<file path="config.mk">
export PLATFORM = sky130hd
export DESIGN_NAME = sapr_adc_readout
export DESIGN_NICKNAME = d
export VERILOG_FILES = /design/src/design/sapr_pkg.sv /design/src/design/sapr_stream_if.sv /design/src/design/sapr_adc_readout.sv /design/src/design/sapr_fifo.sv /design/src/design/sapr_sar_engine.sv
export VERILOG_INCLUDE_DIRS = /design/src /design/src/design
export SDC_FILE = /design/constraint.sdc
export NUM_CORES = 1
export LEC_CHECK = 0
export BUFFER_PORTS_ARGS = -buffer_cell sky130_fd_sc_hd__buf_2
export CAP_MARGIN = 20
export CORE_AREA = 2 2 123 125
export CTS_BUF_LIST = sky130_fd_sc_hd__clkbuf_16
export DETAILED_ROUTE_END_ITERATION = 8
export DIE_AREA = 0 0 125 127
export GPL_ROUTABILITY_DRIVEN = 0
export SYNTH_ARGS = -nofsm -noshare
export SYNTH_HDL_FRONTEND = slang
export SYNTH_SLANG_ARGS = --single-unit
</file>
<file path="constraint.sdc">
create_clock -name clock -period 2.2 [get_ports clock]
set_clock_uncertainty 0.2 [all_clocks]
set_input_delay 0.66 -clock clock [delete_from_list [all_inputs] [get_ports clock]]
set_output_delay 0.66 -clock clock [all_outputs]
set_load 0.02 [all_outputs]
</file>
<file path="src/design/sapr_cfg.svh">
`ifndef SAPR_CFG_SVH
`define SAPR_CFG_SVH

// ==========================================
// timing
`define SAPR_CLK_PERIOD_NS 10
`define SAPR_CONV_TIME_NS 700
`define SAPR_CONV_CYC (`SAPR_CONV_TIME_NS / `SAPR_CLK_PERIOD_NS)
`define SAPR_BIT_CYC 4
`define SAPR_MIN_BIT_CYC 4
`define SAPR_CONV_OVERHEAD 6

// ==========================================
// result word and buffering
`define SAPR_RES_W 16
`define SAPR_FIFO_DEPTH 4
`define SAPR_FOLD_FILL 10'h3FF

// ==========================================
// pin synchroniser bit positions
`define SAPR_PIN_W 5
`define SAPR_PIN_CONV 0
`define SAPR_PIN_SEL 1
`define SAPR_PIN_RD 2
`define SAPR_PIN_BYTE 3
`define SAPR_PIN_PD 4
`define SAPR_PIN_IDLE 5'h17

`endif

</file>
<file path="src/design/sapr_pkg.sv">
`include "sapr_cfg.svh"

package sapr_pkg;

  typedef logic [`SAPR_RES_W-1:0] sapr_word_type;

  typedef enum logic [1:0] {
    ST_ACQUIRE,
    ST_CONVERT,
    ST_PARKED
  } sapr_state_type;

endpackage : sapr_pkg

</file>
<file path="src/design/sapr_stream_if.sv">
interface sapr_stream_if #(parameter int W = 16) ();
  logic valid;
  logic ready;
  logic [W-1:0] data;
  modport src (output valid, output data, input ready);
  modport snk (input valid, input data, output ready);
endinterface : sapr_stream_if

</file>
<file path="src/design/sapr_adc_readout.sv">
`include "sapr_cfg.svh"

module sapr_adc_readout
  import sapr_pkg::*;
#(
  parameter int RES_W = `SAPR_RES_W,
  parameter int BIT_CYC = `SAPR_BIT_CYC,
  parameter int FIFO_DEPTH = `SAPR_FIFO_DEPTH
) (
  input wire logic clock,
  input wire logic srst,
  input wire logic convert_strobe_n,
  input wire logic device_select_n,
  input wire logic read_strobe_n,
  input wire logic byte_fold,
  input wire logic reset_powerdown_n,
  input wire logic comp_above,
  output logic busy,
  output logic [RES_W-1:0] result_bus_out,
  output logic result_bus_oe,
  output logic track_inputs,
  output logic [RES_W-1:0] dac_trial
);

  // ==========================================
  // elaboration checks
  localparam int CONV_CYC = `SAPR_CONV_CYC;

  if (RES_W != `SAPR_RES_W) begin : g_bad_width
    $error("result width must be 16 for the fold layout");
  end
  if (BIT_CYC < `SAPR_MIN_BIT_CYC) begin : g_bad_bitcyc
    $error("bit period too short for comparator sync");
  end
  if (RES_W * BIT_CYC + `SAPR_CONV_OVERHEAD > CONV_CYC) begin : g_slow
    $error("conversion cannot finish in the allowed time");
  end

  // ==========================================
  // declarations
  sapr_stream_if #(.W(RES_W)) sar_to_fifo ();
  sapr_stream_if #(.W(RES_W)) fifo_to_hold ();

  logic [`SAPR_PIN_W-1:0] pin_raw;
  logic [`SAPR_PIN_W-1:0] pin_s1_q;
  logic [`SAPR_PIN_W-1:0] pin_s2_q;
  logic [`SAPR_PIN_W-1:0] pin_s3_q;
  sapr_state_type state_q;
  sapr_word_type held_q;
  logic busy_q;
  logic track_q;
  logic bus_oe_q;
  sapr_word_type bus_q;
  logic [7:0] busy_cnt_q;
  logic conv_fall;
  logic sel_low;
  logic sel_fall;
  logic rd_low;
  logic byte_s;
  logic pd_active;
  logic fire;
  logic drive_d;
  logic pop;
  logic flush;

  // ==========================================
  // helpers
  function automatic sapr_word_type fold_word(
    input sapr_word_type w,
    input logic fold
  );
    return fold ? {w[7:2], `SAPR_FOLD_FILL} : w;
  endfunction : fold_word

  // ==========================================
  // pin synchronisers
  assign pin_raw = {reset_powerdown_n, byte_fold, read_strobe_n,
                    device_select_n, convert_strobe_n};

  always_ff @(posedge clock) begin
    if (srst) begin
      pin_s1_q <= `SAPR_PIN_IDLE;
      pin_s2_q <= `SAPR_PIN_IDLE;
      pin_s3_q <= `SAPR_PIN_IDLE;
    end else begin
      pin_s1_q <= pin_raw;
      pin_s2_q <= pin_s1_q;
      pin_s3_q <= pin_s2_q;
    end
  end

  assign conv_fall = pin_s3_q[`SAPR_PIN_CONV] && !pin_s2_q[`SAPR_PIN_CONV];
  assign sel_low = !pin_s2_q[`SAPR_PIN_SEL];
  assign sel_fall = pin_s3_q[`SAPR_PIN_SEL] && sel_low;
  assign rd_low = !pin_s2_q[`SAPR_PIN_RD];
  assign byte_s = pin_s2_q[`SAPR_PIN_BYTE];
  assign pd_active = !pin_s2_q[`SAPR_PIN_PD];

  // ==========================================
  // control decode
  // start only from acquisition with select low
  // a strobe during a conversion is dropped, not queued
  assign fire = conv_fall && sel_low && !pd_active
                && state_q == ST_ACQUIRE;
  assign drive_d = sel_low && rd_low;
  // no pop while the bus is or is about to be driven
  assign fifo_to_hold.ready = state_q == ST_CONVERT && !drive_d
                              && !bus_oe_q && !pd_active;
  assign pop = fifo_to_hold.ready && fifo_to_hold.valid;
  assign flush = srst || pd_active;

  // ==========================================
  // conversion core and result buffer
  sapr_sar_engine #(.W(RES_W), .BIT_CYC(BIT_CYC)) u_engine (
    .clock(clock),
    .srst(srst),
    .start(fire),
    .abort(pd_active),
    .comp_above(comp_above),
    .trial_code(dac_trial),
    .res_s(sar_to_fifo)
  );

  sapr_fifo #(.W(RES_W), .DEPTH(FIFO_DEPTH)) u_fifo (
    .clock(clock),
    .srst(flush),
    .in_s(sar_to_fifo),
    .out_s(fifo_to_hold)
  );

  // ==========================================
  // sequencing
  always_ff @(posedge clock) begin
    if (srst || pd_active) begin
      state_q <= ST_ACQUIRE;
    end else begin
      unique case (state_q)
        ST_ACQUIRE: begin
          if (fire) begin
            state_q <= ST_CONVERT;
          end
        end
        ST_CONVERT: begin
          if (pop) begin
            state_q <= sel_low ? ST_ACQUIRE : ST_PARKED;
          end
        end
        ST_PARKED: begin
          if (sel_fall) begin
            state_q <= ST_ACQUIRE;
          end
        end
      endcase
    end
  end

  // ==========================================
  // busy flag
  always_ff @(posedge clock) begin
    if (srst || pd_active) begin
      busy_q <= 1'b0;
    end else if (fire) begin
      busy_q <= 1'b1;
    end else if (pop) begin
      busy_q <= 1'b0;
    end
  end

  // ==========================================
  // input switch: high tracks, low holds
  always_ff @(posedge clock) begin
    if (srst || pd_active) begin
      track_q <= 1'b1;
    end else if (fire) begin
      track_q <= 1'b0;
    end else if (pop && sel_low) begin
      track_q <= 1'b1;
    end else if (state_q == ST_PARKED && sel_fall) begin
      track_q <= 1'b1;
    end
  end

  // ==========================================
  // held result
  always_ff @(posedge clock) begin
    if (srst) begin
      held_q <= '0;
    end else if (pop) begin
      held_q <= fifo_to_hold.data;
    end
  end

  // ==========================================
  // output bus
  always_ff @(posedge clock) begin
    if (srst) begin
      bus_oe_q <= 1'b0;
      bus_q <= '0;
    end else begin
      bus_oe_q <= drive_d;
      bus_q <= drive_d ? fold_word(held_q, byte_s) : '0;
    end
  end

  // ==========================================
  // conversion length monitor
  always_ff @(posedge clock) begin
    if (srst || !busy_q) begin
      busy_cnt_q <= '0;
    end else if (busy_cnt_q != 8'hFF) begin
      busy_cnt_q <= busy_cnt_q + 8'h01;
    end
  end

  assign busy = busy_q;
  assign track_inputs = track_q;
  assign result_bus_oe = bus_oe_q;
  assign result_bus_out = bus_q;
endmodule : sapr_adc_readout

</file>
<file path="src/design/sapr_fifo.sv">
module sapr_fifo #(
  parameter int W = 16,
  parameter int DEPTH = 4
) (
  input wire logic clock,
  input wire logic srst,
  sapr_stream_if.snk in_s,
  sapr_stream_if.src out_s
);
  localparam int AW = $clog2(DEPTH);

  if (DEPTH < 2 || (DEPTH & (DEPTH - 1)) != 0) begin : g_bad_depth
    $error("fifo depth must be a power of two, at least 2");
  end

  logic [W-1:0] mem [DEPTH];
  logic [AW:0] wr_q;
  logic [AW:0] rd_q;
  logic full;
  logic empty;
  logic push;
  logic pop;

  assign full = (wr_q[AW] != rd_q[AW]) && (wr_q[AW-1:0] == rd_q[AW-1:0]);
  assign empty = wr_q == rd_q;
  assign push = in_s.valid && !full;
  assign pop = out_s.ready && !empty;
  assign in_s.ready = !full;
  assign out_s.valid = !empty;
  assign out_s.data = mem[rd_q[AW-1:0]];

  always_ff @(posedge clock) begin
    if (push) begin
      mem[wr_q[AW-1:0]] <= in_s.data;
    end
  end

  always_ff @(posedge clock) begin
    if (srst) begin
      wr_q <= '0;
      rd_q <= '0;
    end else begin
      if (push) begin
        wr_q <= wr_q + 1'b1;
      end
      if (pop) begin
        rd_q <= rd_q + 1'b1;
      end
    end
  end
endmodule : sapr_fifo

</file>
<file path="src/design/sapr_sar_engine.sv">
module sapr_sar_engine #(
  parameter int W = 16,
  parameter int BIT_CYC = 4
) (
  input wire logic clock,
  input wire logic srst,
  input wire logic start,
  input wire logic abort,
  input wire logic comp_above,
  output logic [W-1:0] trial_code,
  sapr_stream_if.src res_s
);
  localparam int CW = $clog2(BIT_CYC);
  localparam int BW = $clog2(W);

  logic cmp_s1_q;
  logic cmp_s2_q;
  logic run_q;
  logic valid_q;
  logic [CW-1:0] cyc_q;
  logic [BW-1:0] bit_q;
  logic [W-1:0] code_q;
  logic last;

  assign last = cyc_q == CW'(BIT_CYC - 1);
  assign trial_code = code_q;
  assign res_s.valid = valid_q;
  assign res_s.data = code_q;

  // ==========================================
  // comparator synchroniser
  always_ff @(posedge clock) begin
    if (srst) begin
      cmp_s1_q <= 1'b0;
      cmp_s2_q <= 1'b0;
    end else begin
      cmp_s1_q <= comp_above;
      cmp_s2_q <= cmp_s1_q;
    end
  end

  // ==========================================
  // bit-by-bit approximation
  always_ff @(posedge clock) begin
    if (srst || abort) begin
      run_q <= 1'b0;
      valid_q <= 1'b0;
      cyc_q <= '0;
      bit_q <= '0;
      code_q <= '0;
    end else if (start) begin
      run_q <= 1'b1;
      valid_q <= 1'b0;
      cyc_q <= '0;
      bit_q <= BW'(W - 1);
      code_q <= {1'b1, {(W-1){1'b0}}};
    end else if (run_q) begin
      cyc_q <= last ? '0 : cyc_q + 1'b1;
      if (last) begin
        if (!cmp_s2_q) begin
          code_q[bit_q] <= 1'b0;
        end
        if (bit_q == '0) begin
          run_q <= 1'b0;
          valid_q <= 1'b1;
        end else begin
          code_q[bit_q - 1'b1] <= 1'b1;
          bit_q <= bit_q - 1'b1;
        end
      end
    end else if (valid_q && res_s.ready) begin
      valid_q <= 1'b0;
    end
  end
endmodule : sapr_sar_engine

</file>
==> results of run 1 <==
-- layout by cell type (no fill, tap or decap), drive strengths merged, types with 4 or more instances in the layout --
master    Yosys  final
ha           15     15
nand2         8      8
clkbuf       13     17
nor2         38     38
dfxtp        81     81
o22ai        15     15
or3           5      5
nand2b        8      8
buf          15     61
inv          12     14
xor2          4      4
a21oi        28     28
nor2b         8      8
mux2i         9      9
o21ai        38     38
or2          12     12
nand3        23     23
a31oi         4      4
clkinvlp      0      5
mux4         16     16
bufinv        0      5
edfxtp       64     64
-- registers in the layout, indices dropped and copies added (netlist names), 3 cells and up --
| register | flops |
|---|---|
| held_q | 16 |
| pin_s1_q | 5 |
| pin_s2_q | 5 |
| result_bus_out | 16 |
| u_engine.bit_q | 4 |
| u_engine.res_s.data | 16 |
| u_fifo.mem | 64 |
| u_fifo.rd_q | 3 |
| u_fifo.wr_q | 3 |
-- cell type report --
class / instances / share of cell area, %
clock buffers: 17 / 6.25
multi-input cells: 265 / 29.2
clock inverters: 15 / 3.18
inverters: 12 / 0.662
repair buffers: 61 / 5.19
well taps: 184 / 3.38
flip-flops and latches: 145 / 52.1
-- power breakdown --
| part | internal [µW] | switching (µW) | total, µW |
|---|---|---|---|
| registers | 2800 | 12.9 | 2810 |
| clock network | 2000 | 1100 | 3100 |
| logic | 38.9 | 59.7 | 98.6 |
| total | 4840 | 1170 | 6010 |
-- final timing paths --
kind / to / cells after the start
setup / recovery: u_fifo.mem[2][8] / 6
hold / removal: pin_s2_q[2] / 1
setup reg to reg: u_fifo.mem[2][8] / 6
hold reg to reg: pin_s2_q[2] / 1
-- kinds of logic after synthesis --
family,count (synthesis),synth area share [%]
buf+inv,40,3.58
xor+xnor,7,1.53
flops,145,61.8
mux,25,8.26
compound gates,101,11.1
fa+ha+maj,15,3.28
simple gates,117,10.5
-- worst max-delay path, cell delays in order, from the launching register on --
cell and delay (ns):
dfxtp_1 0.49, xor2_4 0.17, buf_4 0.16, nor3_1 0.07, nor2b_1 0.18, and2_1 0.16
buf_4 0.27
-- metrics by stage --
stage | hold WS, ns | utilization [%] | instances | area, µm²
5_1_grt | 0.211 | 47.2 | 699 | 6800
3_3_place_gp | 0.195 | 42.7 | 667 | 6150
2_1_floorplan | 0.189 | - | 450 | 5730
6_report | 0.210 | 47.2 | 699 | 6800
4_1_cts | 0.210 | 47.1 | 699 | 6790
3_5_place_dp | 0.198 | 42.7 | 667 | 6150
-- layer usage --
layer	up-vias	part of all wire (%)
met5	-	0
li1	1758	-
met1	1746	45
met4	0	0.88
met3	14	6.6
met2	103	47
==> results.cfg, run 1 <==
[outcome]
status = finished, final reports clean

[global_route]
grt_use_total_pct = 15.5
met3_usage_pct = 5.65
grt-ovfl-total = 0
grt_pass1_vias = 3583
grt_pass1_wl_um = 19100
gr-usage-met1_pct = 20.1
grt_max_degree = 23
antenna_found_initial = 0
met2_usage_pct = 24.4
grt.busiest_layer = met2

[logic_synthesis]
synthTopCellsByCount = 81 x dfxtp_1, 64 x edfxtp_1, 38 x nor2_1, 38 x o21ai_0, 28 x a21oi_1
avgSynthCellArea_um2 = 12.7
synth_seq_cells = 145
yosysUniqueCellTypes = 52
synth_top_cell_area_share_pct = 33.5
synth_nets = 473
ys_warn_count = 0
syn_area_mm2 = 0.00573
synth_edf_count = 64
seq_area_frac_synth_pct = 61.8
synthArstFlopShare_pct = 0
yosysMostFrequentCell = dfxtp_1
synthCells = 450
synth_top_area_cell = edfxtp_1
synth.area.top_cells = edfxtp_1 34%, dfxtp_1 28%, mux4_2 3.9%
synth_flop_cell = dfxtp_1

[clock_tree]
tritoncts = done
cts_hold_buf = 0
post-cts-setup-buffers = 0
clk_latency_ns = 0.42
cts.sinks = 145
cts_resized = 0
path_clk_slew_ns = 0.06
cts.path.max_buffers = 2
cts-htree-levels = 4
cts_made_buffers = 17
clockRootBuffer = clkbuf_16

[pwr]
pwr_density_cell_mw_per_mm2 = 884
leakagePower_uw = 0.00263
ir_worst_vdd_mv = 0.623
finalPower_uw = 6020

[setup_path]
cp.arrival_ns = 1.92
cp-start-kind = register
r2r_slack_ns = 0.17
regToRegStartpoint = u_fifo.wr_q[1]
required_ns = 2.09
cp-end-kind = register
path_max_fanout = 16
critical_path_class = register to register
worstSetupStartpoint = u_fifo.wr_q[1]

[timing]
finalCritPeriodShare_pct = 92.2
worstMarginPinSlew_ns = 0.623
finalCriticalPeriod_ns = 2.03
fin_setup_tns_ns = 0
slew_headroom_pct = 58.4
final-setup-viol-count = 0
timing.final.ws_setup_ns = 0.172
finalMaxSlewViolations = 0
fmax_mhz = 493
timing_hold_violations_final = 0
rsz0062_at_grt = no

[finish]
area_delta_synth_final_pct = 18.7
fillers = 1280
nets = 525
multi_input_area_mm2 = 0.00199
ff_latch_area_mm2 = 0.00354
antenna_cells = 0
layout-drive-gt1-share_pct = 24.3

[drt]
routed_wl_um = 11700
drc_errors = 0
via_per_inst = 5.18
vias = 3621
dr.first_iter.drc_count = 309
route.detailed.wl_per_inst_um = 16.7
antenna_left = 0
firstDrtPassIters = 4

[placed_design]
place_ws_ns = 0.105
hpwl_um = 7960
io_buffers = 42

[run]
maxCapViolCount = 0

[floorplan]
dieArea_mm2 = 0.0159
die_x_um = 125
die_y_um = 127
rows = 44
start_util_pct = 39.7
io_pins = 43
core_area_mm2 = 0.0144

[worst_hold_path]
worstHoldStart = pin_s1_q[2]
holdCritPathClass = register to register
(Power assumes the default switching activity.)
==> run 2, diff against run 1 <==
--- a/config.mk
+++ b/config.mk
@@ -6,12 +6,13 @@
 export SDC_FILE = /design/constraint.sdc
 export NUM_CORES = 1
 export LEC_CHECK = 0
+export ABC_AREA = 1
 export BUFFER_PORTS_ARGS = -buffer_cell sky130_fd_sc_hd__buf_2
 export CAP_MARGIN = 20
-export CORE_AREA = 2 2 123 125
+export CORE_AREA = 2 2 122 124
 export CTS_BUF_LIST = sky130_fd_sc_hd__clkbuf_16
 export DETAILED_ROUTE_END_ITERATION = 8
-export DIE_AREA = 0 0 125 127
+export DIE_AREA = 0 0 124 126
 export GPL_ROUTABILITY_DRIVEN = 0
 export SYNTH_ARGS = -nofsm -noshare
 export SYNTH_HDL_FRONTEND = slang
==> results.cfg, run 2 <==
[worst_hold_path]
holdCritPathClass = register to register
worstHoldStart = pin_s1_q[4]
hold_depth = 1
hold_end = pin_s2_q[4]

[logic_synthesis]
synth_edf_count = 64
synthCells = 555
synth_top_family_by_area = simple AND/OR/NAND/NOR gates
synth-simple-area-share_pct = 13.8
synthTopCellsByCount = 87 x nor2_1, 81 x dfxtp_1, 64 x edfxtp_1
synth_mux_area_share_pct = 0
synth.area.top_cells = edfxtp_1 34%, dfxtp_1 29%, nor2_1 5.9%
yosysMostFrequentCell = nor2_1
syn_area_mm2 = 0.00558
synth_compound_area_share_pct = 13.4
yosysUniqueCellTypes = 32
synth_xor_xnor_area_share_pct = 0.762
synthAdderAreaFrac_pct = 3.36
synth_top_area_cell = edfxtp_1
ys_warn_count = 0
avgSynthCellArea_um2 = 10.1
synth_top_cell_area_share_pct = 34.4
synth_seq_cells = 145
synth_flop_cell = dfxtp_1
synthArstFlopShare_pct = 0
synth_nets = 578
seq_area_frac_synth_pct = 63.5

[setup_path]
crit_chain = buf_2
required_ns = 1.34
cp-end-kind = primary output
r2r_slack_ns = 0.22
max_stage_delay_ns = 0.57
critical_path_class = register to primary output
cp-start-kind = register
critPathSlowestCell = dfxtp_1
crit_family = flip-flops
reg2reg_depth = 9
worst-path-buf-inv = 1
regToRegStartpoint = u_engine.bit_q[0]
rr_endpoint = u_engine.res_s.data[12]
cp.arrival_ns = 1.24
path_max_fanout = 6

[finish]
nets = 629
fillers = 1358
antenna_cells = 0
area_delta_synth_final_pct = 17.2
most-common-layout-cells = 87 x nor2_1, 81 x dfxtp_1, 64 x edfxtp_1
layout_commonest_cell = nor2_1
largest_reg_flops = 64
layout-drive-gt1-share_pct = 17.3

[drt]
via_per_inst = 4.97
dr.first_iter.drc_count = 283
drc_errors = 0
route.detailed.wl_per_inst_um = 14.7
vias = 3988
routed_wl_um = 11800
antenna_left = 0
firstDrtPassIters = 5

[placed_design]
io_buffers = 42
hpwl_um = 7980

[clock_tree]
cts_made_buffers = 17
path_clk_slew_ns = 0.06
cts.path.max_buffers = 2
cts_resized = 0
cts.sinks = 145
tritoncts = done
cts_hold_buf = 0
cts-htree-levels = 4
clk_latency_ns = 0.42
clockRootBuffer = clkbuf_16
post-cts-setup-buffers = 0

[pwr]
ir_worst_vdd_mv = 0.478
leakagePower_uw = 0.00252
finalPower_uw = 5790
pwr_density_cell_mw_per_mm2 = 885

[floorplan]
start_util_pct = 39.0
die_x_um = 124
io_pins = 43
core_area_mm2 = 0.0143
rows = 44
die_y_um = 126
dieArea_mm2 = 0.0156

[timing]
worstMarginPinSlew_ns = 0.534
finalCriticalPeriod_ns = 2.10
final-setup-viol-count = 0
fmax_mhz = 476
rsz0062_at_grt = no
timing_hold_violations_final = 0
finalMaxSlewViolations = 0
slew_headroom_pct = 64.3
finalCritPeriodShare_pct = 95.5
fin_setup_tns_ns = 0

[global_route]
grt-ovfl-total = 0
antenna_found_initial = 0
grt_pass1_vias = 3926
grt_max_degree = 35
grt_use_total_pct = 16.1
grt_pass1_wl_um = 19300

[run]
maxCapViolCount = 0

[outcome]
status = finished, final reports clean
-- run 2: changes by cell type in the layout (fill, tap and decap cells not counted), sizes merged, moves of 7 or more --
cell,previous run,this run
nor2b,8,0
a21oi,28,53
inv,14,54
mux4,16,0
o22ai,15,8
nand2,8,67
nand2b,8,0
nor2,38,87
mux2i,9,0
buf,61,51
nand3,23,13
o21ai,38,79
-- run 2: where the power goes --
part,internal [µW],switching [µW]
clock,1570,1100
combinational,102,166
sequential,2820,23.8
-- run 2: worst register-to-register path, cell delays in order (launching register included) --
cell and delay, ns:
dfxtp_1 0.43, inv_1 0.15, ha_1 0.29, inv_1 0.09, nand2_1 0.05, nand2_1 0.13
inv_1 0.07, nor2_1 0.27, nand2_1 0.10, a21oi_1 0.13
-- run 2: kinds of logic (layout without fill, tap and decap cells) --
group	count (synthesis)	in the layout
buf+inv	65	129
simple gates	181	181
fa+ha+maj	15	15
compound gates	145	145
flops	145	145
xor+xnor	4	4
-- run 2: worst max path at each step --
stage,from,end,slack [ns],depth (start not counted)
after floorplan,u_fifo.rd_q[1],u_fifo.mem[0][0],0.05,7
after global placement,u_engine.bit_q[0],u_engine.res_s.data[15],0.27,9
after detailed placement,u_engine.bit_q[0],u_engine.res_s.data[12],0.26,9
after CTS,u_engine.res_s.data[15],dac_trial[15],0.09,1
after global routing,u_engine.bit_q[0],u_engine.res_s.data[13],0.02,9
final,u_engine.res_s.data[15],dac_trial[15],0.1,1
-- run 2: final cells by class --
class                           instances  area (µm²)  area share (%)
Sequential cell                       145        3540            54.2
Timing Repair Buffer                   51         290            4.44
Inverter                               46         175            2.68
Tap cell                              184         230            3.52
Multi-Input combinational cell        345        1750            26.7
Clock inverter                         13        78.8            1.21
Clock buffer                           19         475            7.27
-- run 2: metal layers --
metal  routed length [µm]  GRT usage, %  vias to the layer above
li1                     -             -                     1978
met1                 5440          20.5                     1880
met2                 5560          26.4                      114
met3                  625          4.80                       16
met4                  172          5.16                        0
met5                    0             0                        -
-- run 2: metrics by stage --
stage / util [%] / std cells / hold slack [ns] / worst slack [ns] / area (µm²)
after floorplan: - / 555 / 0.188 / 0.0506 / 5580
after global placement: 41.8 / 771 / 0.196 / 0.274 / 5990
after detailed placement: 41.8 / 771 / 0.197 / 0.259 / 5990
after CTS: 45.7 / 803 / 0.200 / 0.0911 / 6540
after global routing: 45.7 / 803 / 0.213 / 0.0196 / 6540
final: 45.7 / 803 / 0.209 / 0.0997 / 6540
